`config.mk`:
```
export PLATFORM = sky130hd
export DESIGN_NAME = i2c_start_ctrl
export DESIGN_NICKNAME = d
export VERILOG_FILES = /design/src/i2c_start_pkg.sv /design/src/bus_lines_if.sv /design/src/pin_sync.sv /design/src/cond_detect.sv /design/src/i2c_start_ctrl.sv
export SDC_FILE = /design/constraint.sdc
export NUM_CORES = 1
export LEC_CHECK = 0
export BUFFER_PORTS_ARGS = -buffer_cell sky130_fd_sc_hd__buf_2
export CAP_MARGIN = 20
export CORE_ASPECT_RATIO = 0.6
export CORE_MARGIN = 4
export CORE_UTILIZATION = 30
export CTS_CLUSTER_DIAMETER = 30
export CTS_CLUSTER_SIZE = 10
export DETAILED_ROUTE_END_ITERATION = 8
export PLACE_DENSITY = 0.45
export REMOVE_ABC_BUFFERS = 1
export SKIP_LAST_GASP = 1
export SLEW_MARGIN = 40
export SYNTH_ARGS = -nofsm -noshare
export SYNTH_HDL_FRONTEND = slang
export SYNTH_SLANG_ARGS = --single-unit
```
`constraint.sdc`:
```
create_clock -name sys_clk -period 3.8 [get_ports sys_clk]
set_input_delay 0.19 -clock sys_clk [delete_from_list [all_inputs] [get_ports sys_clk]]
set_output_delay 0.19 -clock sys_clk [all_outputs]
set_load 0.02 [all_outputs]
```
`src/i2c_start_pkg.sv`:
```
/*
 * Shared constants of the two-wire start and bus-ownership control:
 * register offsets, bit positions, reset values, wait counts, states.
 * Assumes a byte-wide register port with three address bits.
 */
package i2c_start_pkg;

	// ****************************************************************
	// Register offsets
	// ****************************************************************
	localparam logic [2:0] CTRL_OFS   = 3'h0;
	localparam logic [2:0] STAT_OFS   = 3'h1;
	localparam logic [2:0] FLAG_OFS   = 3'h2;
	localparam logic [2:0] CLKSEL_OFS = 3'h3;
	localparam logic [2:0] CLKEXT_OFS = 3'h4;
	localparam logic [2:0] SHIFT_OFS  = 3'h5;
	localparam logic [2:0] SLVADR_OFS = 3'h6;

	// ****************************************************************
	// Bit positions
	// ****************************************************************
	localparam int CTL_EN    = 7;
	localparam int CTL_LEAVE = 6;
	localparam int CTL_SPIE  = 4;
	localparam int CTL_STT   = 1;
	localparam int CTL_SPT   = 0;
	localparam int ST_MST    = 7;
	localparam int ST_EXT    = 5;
	localparam int ST_COI    = 4;
	localparam int ST_STD    = 1;
	localparam int ST_SPD    = 0;
	localparam int FL_ACC    = 7;
	localparam int FL_BSY    = 6;
	localparam int FL_SEN    = 1;
	localparam int FL_RSV    = 0;
	localparam int CS_CLD    = 5;
	localparam int CS_DAD    = 4;
	localparam int CS_SMC    = 3;
	localparam int CS_HI     = 1;
	localparam int CS_LO     = 0;
	localparam int CX_CLX    = 0;

	// ****************************************************************
	// Reset values, codes and timing counts
	// ****************************************************************
	localparam logic [7:0] REG_RST   = 8'h00;
	localparam logic [3:0] EXT_LOW   = 4'h0;
	localparam logic [3:0] EXT_HIGH  = 4'hF;
	localparam logic [7:0] HALF_STD  = 8'h14;
	localparam logic [7:0] HALF_FAST = 8'h05;
	localparam logic [7:0] ACC_W00   = 8'h06;
	localparam logic [7:0] ACC_W01   = 8'h06;
	localparam logic [7:0] ACC_W10   = 8'h0C;
	localparam logic [7:0] ACC_W11   = 8'h03;

	// Pin sequencer states
	typedef enum logic [2:0] {
		GEN_IDLE    = 3'b000,
		GEN_STA_SDA = 3'b001,
		GEN_STA_SCL = 3'b010,
		GEN_WAIT    = 3'b011,
		GEN_STO_SDA = 3'b100,
		GEN_STO_SCL = 3'b101,
		GEN_STO_REL = 3'b110
	} gen_t;

endpackage : i2c_start_pkg

```
`src/bus_lines_if.sv`:
```
/*
 * Carrier of the sampled bus line levels and the detected start and
 * stop events between the synchroniser, detector and controller.
 * Assumes all three parties run on sys_clk.
 */
`timescale 1ns/1ps
interface bus_lines_if;
	logic sclLvl;
	logic sdaLvl;
	logic startDet;
	logic stopDet;

	modport syncer   (output sclLvl, output sdaLvl);
	modport detector (input sclLvl, input sdaLvl,
	                  output startDet, output stopDet);
	modport ctrl     (input sclLvl, input sdaLvl,
	                  input startDet, input stopDet);
endinterface : bus_lines_if

```
`src/pin_sync.sv`:
```
/*
 * Three-stage synchroniser for the clock and data pins; a level is
 * taken once the second and third stages agree.
 * Assumes pins are asynchronous to sys_clk and idle high.
 */
`timescale 1ns/1ps
module pin_sync (
	// Clock and reset
	input  wire logic       sys_clk,
	input  wire logic       rst,
	// Raw pins, bit 1 clock, bit 0 data
	input  wire logic [1:0] pinRaw,
	// Filtered levels
	bus_lines_if.syncer     lines
);
	typedef struct packed {
		logic [1:0] s1;
		logic [1:0] s2;
		logic [1:0] s3;
		logic [1:0] lvl;
	} sync_t;

	sync_t sync_r;
	sync_t sync_nxt;

	// Level changes only where stages two and three agree
	always_comb begin
		sync_nxt     = sync_r;
		sync_nxt.s1  = pinRaw;
		sync_nxt.s2  = sync_r.s1;
		sync_nxt.s3  = sync_r.s2;
		sync_nxt.lvl = (sync_r.s2 & ~(sync_r.s2 ^ sync_r.s3))
		             | (sync_r.lvl & (sync_r.s2 ^ sync_r.s3));
	end

	// Idle bus is high, so reset to ones
	always_ff @(posedge sys_clk) begin
		if (rst) begin
			sync_r <= '{s1: 2'h3, s2: 2'h3, s3: 2'h3, lvl: 2'h3};
		end else begin
			sync_r <= sync_nxt;
		end
	end

	assign lines.sclLvl = sync_r.lvl[1];
	assign lines.sdaLvl = sync_r.lvl[0];
endmodule : pin_sync

```
`src/cond_detect.sv`:
```
/*
 * Start and stop condition detector on the filtered line levels.
 * Assumes levels come from pin_sync on the same clock.
 */
`timescale 1ns/1ps
module cond_detect (
	// Clock and reset
	input  wire logic sys_clk,
	input  wire logic rst,
	// Levels in, events out
	bus_lines_if.detector lines
);
	typedef struct packed {
		logic prevScl;
		logic prevSda;
		logic start;
		logic stop;
	} det_t;

	det_t det_r;
	det_t det_nxt;

	// Data edge while clock stays high marks a condition
	always_comb begin
		det_nxt         = det_r;
		det_nxt.prevScl = lines.sclLvl;
		det_nxt.prevSda = lines.sdaLvl;
		det_nxt.start   = det_r.prevSda & ~lines.sdaLvl
		                & det_r.prevScl & lines.sclLvl;
		det_nxt.stop    = ~det_r.prevSda & lines.sdaLvl
		                & det_r.prevScl & lines.sclLvl;
	end

	always_ff @(posedge sys_clk) begin
		if (rst) begin
			det_r <= '{prevScl: 1'b1, prevSda: 1'b1,
			           start: 1'b0, stop: 1'b0};
		end else begin
			det_r <= det_nxt;
		end
	end

	assign lines.startDet = det_r.start;
	assign lines.stopDet  = det_r.stop;
endmodule : cond_detect

```
`src/i2c_start_ctrl.sv`:
```
/*
 * Start and bus-ownership control of a two-wire bus controller:
 * wakeup filter, start generation, reservation, stop generation.
 * Assumes an external byte engine supplies received addresses and
 * takes over after shiftLoad; pins are open drain.
 */
// Chosen here: the address-and-strobe port and the register addresses.
//
// Function
// - Slave interrupt only on match or extension
// - Start detection enters wakeup standby
// - Stop interrupt follows stop enable only
// - Free bus start request generates start, waits
// - Start if released, otherwise record reservation
// - Address after stop starts master; earlier ignored
// - Reservation accepted between start and stop
// - Reservation disabled: busy bus rejects start
// - Start accepted flag reports outcome after wait
// - Start enable zero: busy set at enable
// - Start enable one: busy cleared at enable
// - Reserved transfer waits for stop condition, with or without stop interrupt
`timescale 1ns/1ps
module i2c_start_ctrl (
	// Clock and reset
	input  wire logic       sys_clk,
	input  wire logic       rst,
	// Register port
	input  wire logic [2:0] regAddr,
	input  wire logic [7:0] wrData,
	input  wire logic       wrStb,
	input  wire logic       rdStb,
	output logic      [7:0] rdData,
	// Bus pins, open drain
	input  wire logic       clockPinIn,
	output logic            clockPinOut,
	output logic            clockPinOe,
	input  wire logic       dataPinIn,
	output logic            dataPinOut,
	output logic            dataPinOe,
	// Byte engine side
	input  wire logic       addrValid,
	input  wire logic [7:0] rxAddr,
	output logic            shiftLoad,
	output logic      [7:0] shiftData,
	output logic            busEventIrq
);
	typedef struct packed {
		logic                 en;
		logic                 spie;
		logic                 stt;
		logic                 spt;
		logic                 mst;
		logic                 ext;
		logic                 coi;
		logic                 std;
		logic                 spd;
		logic                 stAcc;
		logic                 bsy;
		logic                 frEn;
		logic                 rsv;
		logic                 smc;
		logic                 hi;
		logic                 lo;
		logic                 clx;
		logic [6:0]           slvAdr;
		logic                 standby;
		logic                 resvPend;
		logic                 resvArmed;
		logic                 loadAfter;
		logic                 decide;
		logic [7:0]           decCnt;
		i2c_start_pkg::gen_t  gen;
		logic [7:0]           genCnt;
		logic                 irq;
		logic                 load;
		logic [7:0]           shData;
		logic [7:0]           rd;
	} ctrl_t;

	ctrl_t       s_r;
	ctrl_t       s_nxt;
	logic [7:0]  accWait;
	logic [7:0]  halfCnt;
	logic        ctlWr;
	logic        shWr;
	logic        addrMatch;
	logic        extCode;
	logic        genFree;
	logic        resolve;

	bus_lines_if lines ();

	// ****************************************************************
	// Line sampling and condition detection
	// ****************************************************************
	pin_sync u_sync (
		.sys_clk (sys_clk),
		.rst     (rst),
		.pinRaw  ({clockPinIn, dataPinIn}),
		.lines   (lines.syncer)
	);

	cond_detect u_det (
		.sys_clk (sys_clk),
		.rst     (rst),
		.lines   (lines.detector)
	);

	// ****************************************************************
	// Decode helpers
	// ****************************************************************
	always_comb begin
		unique case ({s_r.hi, s_r.lo})
			2'b00: accWait = i2c_start_pkg::ACC_W00;
			2'b01: accWait = i2c_start_pkg::ACC_W01;
			2'b10: accWait = i2c_start_pkg::ACC_W10;
			2'b11: accWait = i2c_start_pkg::ACC_W11;
		endcase
	end

	// Fast mode cuts each line phase from 21 to 6 cycles; finer dividers live elsewhere
	assign halfCnt   = s_r.smc ? i2c_start_pkg::HALF_FAST
	                           : i2c_start_pkg::HALF_STD;
	assign ctlWr     = wrStb && (regAddr == i2c_start_pkg::CTRL_OFS);
	assign shWr      = wrStb && (regAddr == i2c_start_pkg::SHIFT_OFS);
	assign addrMatch = (rxAddr[7:1] == s_r.slvAdr);
	assign extCode   = (rxAddr[7:4] == i2c_start_pkg::EXT_LOW)
	                 || (rxAddr[7:4] == i2c_start_pkg::EXT_HIGH);
	assign genFree   = (s_r.gen == i2c_start_pkg::GEN_IDLE)
	                 || (s_r.gen == i2c_start_pkg::GEN_WAIT);
	assign resolve   = s_r.decide && (s_r.decCnt == 8'h01);

	// ****************************************************************
	// Next state
	// ****************************************************************
	always_comb begin
		s_nxt      = s_r;
		s_nxt.irq  = 1'b0;
		s_nxt.load = 1'b0;
		s_nxt.rd   = i2c_start_pkg::REG_RST;

		// Bus conditions seen on the lines
		if (s_r.en && lines.startDet) begin
			s_nxt.bsy     = 1'b1;
			s_nxt.std     = 1'b1;
			s_nxt.spd     = 1'b0;
			s_nxt.ext     = 1'b0;
			s_nxt.coi     = 1'b0;
			s_nxt.standby = 1'b1;
		end
		if (s_r.en && lines.stopDet) begin
			s_nxt.bsy     = 1'b0;
			s_nxt.spd     = 1'b1;
			s_nxt.std     = 1'b0;
			s_nxt.mst     = 1'b0;
			s_nxt.ext     = 1'b0;
			s_nxt.coi     = 1'b0;
			s_nxt.standby = 1'b0;
			s_nxt.irq     = s_r.spie;
			if (s_r.resvPend) begin
				s_nxt.resvPend  = 1'b0;
				s_nxt.resvArmed = 1'b1;
			end
		end

		// Wakeup filter: mismatching addresses stay silent unless extension code or master
		if (s_r.en && addrValid && s_r.standby) begin
			s_nxt.standby = 1'b0;
			s_nxt.coi     = addrMatch;
			s_nxt.ext     = extCode;
			if (addrMatch || extCode || s_r.mst) begin
				s_nxt.irq = 1'b1;
			end
		end

		// Start request: decide after the acceptance wait
		if (s_r.stt && !s_r.decide) begin
			s_nxt.decide = 1'b1;
			s_nxt.decCnt = accWait;
		end else if (s_r.decide) begin
			s_nxt.decCnt = s_r.decCnt - 8'h01;
		end
		if (resolve) begin
			s_nxt.decide = 1'b0;
			s_nxt.stt    = 1'b0;
			if (!s_r.bsy && genFree) begin
				s_nxt.stAcc     = 1'b1;
				s_nxt.mst       = 1'b1;
				s_nxt.loadAfter = 1'b0;
				s_nxt.gen       = i2c_start_pkg::GEN_STA_SDA;
				s_nxt.genCnt    = halfCnt;
			end else if (s_r.rsv || !s_r.std) begin
				s_nxt.stAcc = 1'b0;
			end else begin
				s_nxt.stAcc    = 1'b0;
				s_nxt.resvPend = 1'b1;
			end
		end

		// Shift register write: address of a reserved transfer, or a byte loaded after a start or while master
		if (shWr) begin
			if (s_r.resvArmed && !s_r.bsy && genFree) begin
				s_nxt.resvArmed = 1'b0;
				s_nxt.mst       = 1'b1;
				s_nxt.stAcc     = 1'b1;
				s_nxt.shData    = wrData;
				s_nxt.loadAfter = 1'b1;
				s_nxt.gen       = i2c_start_pkg::GEN_STA_SDA;
				s_nxt.genCnt    = halfCnt;
			end else if (s_r.gen == i2c_start_pkg::GEN_WAIT) begin
				s_nxt.shData = wrData;
				s_nxt.load   = 1'b1;
				s_nxt.gen    = i2c_start_pkg::GEN_IDLE;
			end else if (s_r.mst && s_r.gen == i2c_start_pkg::GEN_IDLE) begin
				s_nxt.shData = wrData;
				s_nxt.load   = 1'b1;
			end
		end

		// Stop request, also usable to free a bus held busy at enable
		if (s_r.spt && genFree && !s_r.decide) begin
			s_nxt.gen    = i2c_start_pkg::GEN_STO_SDA;
			s_nxt.genCnt = halfCnt;
		end

		// Pin sequencer
		if (s_r.gen != i2c_start_pkg::GEN_IDLE
		    && s_r.gen != i2c_start_pkg::GEN_WAIT) begin
			s_nxt.genCnt = s_r.genCnt - 8'h01;
		end
		if (s_r.genCnt == 8'h00) begin
			unique case (s_r.gen)
				i2c_start_pkg::GEN_STA_SDA: begin
					s_nxt.gen    = i2c_start_pkg::GEN_STA_SCL;
					s_nxt.genCnt = halfCnt;
				end
				i2c_start_pkg::GEN_STA_SCL: begin
					if (s_r.loadAfter) begin
						s_nxt.load = 1'b1;
						s_nxt.gen  = i2c_start_pkg::GEN_IDLE;
					end else begin
						s_nxt.gen = i2c_start_pkg::GEN_WAIT;
					end
				end
				i2c_start_pkg::GEN_STO_SDA: begin
					s_nxt.gen    = i2c_start_pkg::GEN_STO_SCL;
					s_nxt.genCnt = halfCnt;
				end
				i2c_start_pkg::GEN_STO_SCL: begin
					s_nxt.gen    = i2c_start_pkg::GEN_STO_REL;
					s_nxt.genCnt = halfCnt;
				end
				i2c_start_pkg::GEN_STO_REL: begin
					s_nxt.gen = i2c_start_pkg::GEN_IDLE;
					s_nxt.spt = 1'b0;
				end
				default: begin
				end
			endcase
		end

		// Register writes
		if (ctlWr) begin
			s_nxt.spie = wrData[i2c_start_pkg::CTL_SPIE];
			s_nxt.en   = wrData[i2c_start_pkg::CTL_EN];
			if (wrData[i2c_start_pkg::CTL_EN] && !s_r.en) begin
				s_nxt.bsy = !s_r.frEn;
			end
			// Repeat requests while one is pending are dropped
			if (s_r.en && wrData[i2c_start_pkg::CTL_STT] && !s_r.stt) begin
				s_nxt.stt = 1'b1;
			end
			if (s_r.en && wrData[i2c_start_pkg::CTL_SPT] && !s_r.spt) begin
				s_nxt.spt = 1'b1;
			end
			// Leaving drops participation and any wait hold
			if (s_r.en && wrData[i2c_start_pkg::CTL_LEAVE]) begin
				s_nxt.standby = 1'b0;
				s_nxt.ext     = 1'b0;
				s_nxt.coi     = 1'b0;
				if (s_r.gen == i2c_start_pkg::GEN_WAIT) begin
					s_nxt.gen = i2c_start_pkg::GEN_IDLE;
					s_nxt.mst = 1'b0;
				end
			end
			// Disabling clears every bus-side state except busy
			if (!wrData[i2c_start_pkg::CTL_EN]) begin
				s_nxt.stt       = 1'b0;
				s_nxt.spt       = 1'b0;
				s_nxt.mst       = 1'b0;
				s_nxt.ext       = 1'b0;
				s_nxt.coi       = 1'b0;
				s_nxt.std       = 1'b0;
				s_nxt.spd       = 1'b0;
				s_nxt.stAcc     = 1'b0;
				s_nxt.standby   = 1'b0;
				s_nxt.resvPend  = 1'b0;
				s_nxt.resvArmed = 1'b0;
				s_nxt.decide    = 1'b0;
				s_nxt.gen       = i2c_start_pkg::GEN_IDLE;
			end
		end
		if (wrStb && regAddr == i2c_start_pkg::FLAG_OFS) begin
			s_nxt.frEn = wrData[i2c_start_pkg::FL_SEN];
			s_nxt.rsv  = wrData[i2c_start_pkg::FL_RSV];
		end
		// Clock selection only lands while disabled
		if (wrStb && !s_r.en && regAddr == i2c_start_pkg::CLKSEL_OFS) begin
			s_nxt.smc = wrData[i2c_start_pkg::CS_SMC];
			s_nxt.hi  = wrData[i2c_start_pkg::CS_HI];
			s_nxt.lo  = wrData[i2c_start_pkg::CS_LO];
		end
		if (wrStb && !s_r.en && regAddr == i2c_start_pkg::CLKEXT_OFS) begin
			s_nxt.clx = wrData[i2c_start_pkg::CX_CLX];
		end
		if (wrStb && regAddr == i2c_start_pkg::SLVADR_OFS) begin
			s_nxt.slvAdr = wrData[7:1];
		end

		// Read data for the following cycle
		if (rdStb) begin
			unique case (regAddr)
				i2c_start_pkg::CTRL_OFS:
					s_nxt.rd = {s_r.en, 1'b0, 1'b0, s_r.spie,
					            2'b00, s_r.stt, s_r.spt};
				i2c_start_pkg::STAT_OFS:
					s_nxt.rd = {s_r.mst, 1'b0, s_r.ext, s_r.coi,
					            2'b00, s_r.std, s_r.spd};
				i2c_start_pkg::FLAG_OFS:
					s_nxt.rd = {s_r.stAcc, s_r.bsy, 4'h0,
					            s_r.frEn, s_r.rsv};
				i2c_start_pkg::CLKSEL_OFS:
					s_nxt.rd = {2'b00, lines.sclLvl, lines.sdaLvl,
					            s_r.smc, 1'b0, s_r.hi, s_r.lo};
				i2c_start_pkg::CLKEXT_OFS:
					s_nxt.rd = {7'h00, s_r.clx};
				i2c_start_pkg::SHIFT_OFS:
					s_nxt.rd = s_r.shData;
				i2c_start_pkg::SLVADR_OFS:
					s_nxt.rd = {s_r.slvAdr, 1'b0};
				default:
					s_nxt.rd = i2c_start_pkg::REG_RST;
			endcase
		end
	end

	always_ff @(posedge sys_clk) begin
		if (rst) begin
			s_r <= '0;
		end else begin
			s_r <= s_nxt;
		end
	end

	// ****************************************************************
	// Outputs: lines pulled low only, decoded from the sequencer
	// ****************************************************************
	assign rdData      = s_r.rd;
	assign shiftLoad   = s_r.load;
	assign shiftData   = s_r.shData;
	assign busEventIrq = s_r.irq;
	assign clockPinOut = 1'b0;
	assign dataPinOut  = 1'b0;
	assign clockPinOe  = (s_r.gen == i2c_start_pkg::GEN_STA_SCL)
	                   || (s_r.gen == i2c_start_pkg::GEN_WAIT)
	                   || (s_r.gen == i2c_start_pkg::GEN_STO_SDA);
	assign dataPinOe   = (s_r.gen != i2c_start_pkg::GEN_IDLE)
	                   && (s_r.gen != i2c_start_pkg::GEN_STO_REL);
endmodule : i2c_start_ctrl

```
======== Word level (Yosys, flattened, before mapping) ========
Cells that the tools add are included.
word-level totals
  output and inout port bits .............. 22
  memories kept ........................... 0
  word-level logic and storage cells ...... 199
  RAM bits ................................ 0
  register bits ........................... 78
  bits in latches ......................... 0
  bits in read-only memories .............. 0
cells by class
  equality and inequality tests ........... 20
  bitwise logic cells ..................... 14
  $mul .................................... 0
  reductions and logical operators ........ 53
  muxes and demuxes ....................... 72
  add/subtract/negate cells ............... 2
  shift operators ......................... 0
  magnitude comparators ................... 0
  divide/modulo/power cells ............... 0
operators with widths
  cell                 count
  $mux 8               7
  $pmux 8 s7           1
  $mux 11              5
  $mux 9               4
  $mux 1               35
  $mux 3               10
  $logic_and 1x1->1    27
  $pmux 8 s3           1
  $eq 3x3->1 const B   6
  $sub 8x1->8 const B  2
  $pmux 3 s5           1
  $eq 3x2->1 const B   4
  $mux 2               5
  $mux 5               2
  $eq 8x1->1 const B   1
  $logic_not 8->1      1
  $eq 7x7->1           1
  $logic_not 1->1      7
  $logic_or 1x1->1     7
  $and 1x1->1          6
  $eq 3x1->1 const B   2
  $logic_not 3->1      2
  $reduce_bool 3->1    2
  $and 2x2->2          2
  other kinds (16)     20

======== Longest topological paths before layout ========
  word-level depth ........................ 16
  gate-level depth with buffers ........... 8
  mapped depth without buffers ............ 7

======== By module ========
A second synthesis with hierarchy kept.
unflattened totals
  cell total of the unflattened synthesis .. 449
  area total of the unflattened synthesis .. 3829.9 um2
modules (own cells, without submodules)
  module          area an instance (um2)  times used  cells each
  i2c_start_ctrl  3473.3                  1           419
  pin_sync        235.2                   1           20
  cond_detect     121.4                   1           10

======== Worst setup path before layout ========
Ideal clock, no wire load.
  path kind ............................... register to register
  start point ............................. reg s_r[32] (netlist name)
  end point ............................... reg s_r[26] (netlist name)
  cell stages (with the launch flop) ...... 7
  data required time ...................... 3.734 ns
  clock period less this slack ............ 2.220 ns
  buffers on the path ..................... 1
  slack ................................... 1.580 ns
  data arrival time ....................... 2.154 ns
  cells stage by stage .................... dfxtp_1 > or4_4 > or4_1 > buf_2 > a211o_1 > a211o_1 > a21oi_2
on the way
  word-level cells in the longest chain between the ends .. 13
ends and longest elaborated chain
  what                    RTL line               source
  start, declared         i2c_start_ctrl.sv:80   ctrl_t s_r;
  start signal, assigned  i2c_start_ctrl.sv:351  s_r <= s_nxt;
  $eq 8x1->1 (*)          i2c_start_ctrl.sv:131  assign resolve = s_r.decide && (s_r.decCnt == 8'h01);
  $logic_and 1x1->1 (*)   i2c_start_ctrl.sv:131
  $mux 11 (*)             i2c_start_ctrl.sv:183  if (resolve) begin
  $mux 3                  i2c_start_ctrl.sv:210  end else if (s_r.gen == i2c_start_pkg::GEN_WAIT) begin
  $mux 3                  i2c_start_ctrl.sv:202  if (s_r.resvArmed && !s_r.bsy && genFree) begin
  $mux 11 (*)             i2c_start_ctrl.sv:201  if (shWr) begin
  $mux 11 (*)             i2c_start_ctrl.sv:221  if (s_r.spt && genFree && !s_r.decide) begin
  $pmux 3 s5              i2c_start_ctrl.sv:232  unique case (s_r.gen)
  $mux 11 (*)             i2c_start_ctrl.sv:231  if (s_r.genCnt == 8'h00) begin
  $mux 3                  i2c_start_ctrl.sv:281  if (s_r.gen == i2c_start_pkg::GEN_WAIT) begin
  $mux 3                  i2c_start_ctrl.sv:277  if (s_r.en && wrData[i2c_start_pkg::CTL_LEAVE]) begin
  $mux 3                  i2c_start_ctrl.sv:287  if (!wrData[i2c_start_pkg::CTL_EN]) begin
  $mux 3 (*)              i2c_start_ctrl.sv:263  if (ctlWr) begin
Mark *: on every way between the ends. The rest lies on a longest branch, timed or not.
A chain may end at the register's enable or synchronous reset.

======== Worst setup path in the final report ========
  start point ............................. reg s_r[32] (netlist name)
  end point ............................... reg s_r[22] (netlist name)
on the way
  word-level cells in the longest chain between the ends .. 9
ends and longest elaborated chain
  what                   RTL line               source
  $eq 8x1->1 (*)         i2c_start_ctrl.sv:131
  $logic_and 1x1->1 (*)  i2c_start_ctrl.sv:131
  $mux 11 (*)            i2c_start_ctrl.sv:183
  $mux 8                 i2c_start_ctrl.sv:202
  $mux 11 (*)            i2c_start_ctrl.sv:201
  $mux 11 (*)            i2c_start_ctrl.sv:221
  $mux 8 (*)             i2c_start_ctrl.sv:227  if (s_r.gen != i2c_start_pkg::GEN_IDLE
  $mux 8                 i2c_start_ctrl.sv:232
  $mux 11 (*)            i2c_start_ctrl.sv:231
Marks and branches as above.

==> impl_results.md <==
* Outcome: completed
* First-pass GRT wire length at around 16000 um
* GR Util All Layers at ~15%
* Synthesized cell area at between 0.003 and 0.004 sq mm
* Mux cell area share after synthesis at under 10%
* Post-DP HPWL at 7625 um
* Area of the multi-input gates at 0.001961 sq mm
* Slew at the pin with the worst max-slew slack at roughly 0.77 ns
* Number of setup buffers added after CTS at 0
* Kind of critical path: flip-flop to flip-flop
* Critical Path Start: s_r[32]
* H-tree levels at 3
* Slew HR at approximately half
* Sequential area share after synthesis at 41.19%
* Final global-route overflow total at 0
* FMAX at roughly 410 MHz
* Met3 usage at between 3 and 4%
* CP Data Arrival Time at 2.71 ns
* Drt first-iter violations at 242
* EDFF count, synth at 0
* Util after Layout at 35.34%
* GRT Max-Usage Layer: met1
* Residual DRC at 0
* Adder-Cell Fraction of Synth Area at less than 1%
* Pwr per Cell Area at roughly 570 mW/mm^2
* Most frequent cells in the layout: dfxtp_1 (78), nor2_1 (62), nand2_1 (48)
* Placed Cells incl. Taps at about 630
* Leak Pwr at 0.001627 uW
* Main combinational cell family by area after synthesis: simple AND/OR/NAND/NOR gates
* Inserted Clock Buffers at 9
* CTS tree: done
* Max clock buf depth at 2
* Distinct cells, synth at ~60
* DRT Wirelength at roughly 10000 um
* Yosys warns at 0
* Worst skew pair latency at around 0.34 ns
* Die X-Extent at around 150 um
* # setup viols final at 0
* Share of layout cells above drive strength 1 at between 10% and 20%
* Routability cong. at around 0.8
* Worst R2R Start: s_r[32]
* Area grow syn2layout at 13.89%
* Yosys top cell by area: dfxtp_1
* Slew Viols, Final at 0
* Type of the tightest min-delay check: input pin to flip-flop
* Net count, final at approximately 500
* RSZ-0062 raised after global routing: no
* Root Driver: clkbuf_16
* Fin Hold WS at around 0.031 ns
* DR vias/cell at just over 5
* Vias in the first global route at approximately 2900
* Num ports at 48
* CTS sink cnt at ~80
* 1st-pass router iterations at 5
* Critical Path Source Type: flip-flop
* Post-cts sizing count at 0
* Ant diodes at 0
* Reg clk slew, reported paths at roughly 0.06 ns
* Antenna Violating Nets Remaining at 0
* Synth top area share at 41.19%
* Largest net degree at the start of global routing at 47
* Grt met2 use at a little under a fifth
* Met1 Track Usage GR at 23.36%
* VDD IR max at 0.2298 mV
* Max cap viols at 0
* PnR worst setup slack at about 1.3 ns
* Leading cell type in the layout, fill and taps excluded: dfxtp_1
* Simple-gate share of the synthesized area at 24.59%
* Setup TNS at 0 ns
* Core Box Area at ~0.012 sq mm
* Mean post-synth cell area at roughly 8.3 sq um
* Die area at between 0.01 and 0.015 sq mm
* Initial antenna violation count at 1
* Sequential Area at ~0.0016 sq mm
* Final Hold Viols at 0
* Synth Area in Compound Gates at approximately 17%
* Synth area leaders: dfxtp_1 (41%), nor2_1 (6.1%), mux2i_1 (5.0%)
* Asr flop ratio synth at 0%
* Post-synthesis xor/xnor area fraction at under 10%
* Dpl ws at ~1.3 ns
* Hold Buf Count CTS at 0
* Initial Util at a little under a third
* CP Data Required Time at slightly above 4 ns
* Final std cells w/o fill at around 640
* Main synth FF type: dfxtp_1
* Hold Crit Start: clockPinIn
* Fillers at 1271
* Post-layout min period at around 2.5 ns
* Detailed-route via count at approximately 3300
* Crit share post-route at between 60% and 70%
* Largest fanout on the critical path at 5
* Buffers on Ports at 44
* Die Height at roughly 95 um
* WL/cell at ~16 um
* CP endpoint kind: flip-flop
* Seq cells post-synth at 78
* Site Rows at 31
* Final worst clock skew at a little over 0.008 ns
* Instance count of the mapped netlist at around 460
registers in the layout (all words and copies together) (netlist names), named ones only:
signal,flops
busEventIrq,1
rdData,8
s_r,48
shiftData,8
shiftLoad,1
u_det.det_r,2
u_det.lines.startDet,1
u_det.lines.stopDet,1
u_sync.sync_nxt,4
u_sync.sync_r,2
per-stage QoR:
step	cell area, sq um	power, uW
final	4318	2443
after global routing	4318	2585
after CTS	4318	2464
after detailed placement	4009	1571
after global placement	4003	1558
after floorplan	3553	1379
cell usage after synthesis (2+ instances only):
library cell / count
ha_1: 3
nand2_1: 48
buf_2: 2
a311oi_1: 5
nor3b_1: 7
nand3_1: 7
xor2_1: 3
or4_1: 2
inv_1: 10
nor2_1: 62
nor3_1: 10
buf_4: 18
mux2_2: 5
a221oi_1: 2
nor4_1: 2
a31oi_1: 6
nor2b_1: 10
o31ai_1: 3
nand4_1: 2
clkbuf_1: 18
nand4b_1: 2
nand3b_1: 4
and3_1: 3
o21a_1: 2
nor4b_1: 5
a22oi_1: 9
and2b_2: 2
or2_2: 9
o21ai_0: 23
dfxtp_1: 78
and2_1: 2
a21o_1: 3
a211o_1: 2
a21oi_1: 34
mux2i_1: 19
xnor2_1: 5
or3_1: 3
a211oi_1: 5
where the power goes:
group          internal [uW]  switching (uW)  leakage, uW
logic                    225             390     0.000843
clock network            531             357     0.000153
registers                872            68.4     0.000631
total                   1630             815      0.00163
cells by family after synthesis:
family / after synthesis
flip-flops: 78
AND/OR/NAND/NOR: 187
other: 1
multiplexers: 24
AO/OA/AOI/OAI: 104
buffers and inverters: 51
XOR/XNOR: 8
adder cells (fa/ha/maj): 3
routing by layer:
layer / vias up / share of wire [%]
met1: 1553 / 56
li1: 1626 / -
met5: - / 0
met3: 4 / 5.8
met4: 0 / 0.47
met2: 102 / 37
path summary, 6_finish.rpt:
path | to | slack, ns | cells after the start
max | s_r[22] | 1.34 | 5
min | u_sync.sync_nxt[5] | 0.03 | 2
max reg2reg | s_r[22] | 1.34 | 5
min reg2reg | u_det.lines.stopDet | 0.41 | 1
final cells by class:
| cell class | count | area share (%) |
|---|---|---|
| Clock buffer | 10 | 5.535 |
| Tap cell | 165 | 4.781 |
| Sequential cell | 78 | 36.16 |
| Clock inverter | 6 | 1.623 |
| Timing Repair Buffer | 47 | 5.622 |
| Multi-Input combinational cell | 328 | 45.41 |
| Inverter | 10 | 0.8693 |
critical path, stage by stage, from the launching register on:
cell,delay (ns)
dfxtp_1,0.35
or4_4,0.56
nor4b_1,0.66
nor3_1,0.23
or3_1,0.35
a311oi_1,0.23
(Power assumes the default switching activity.)
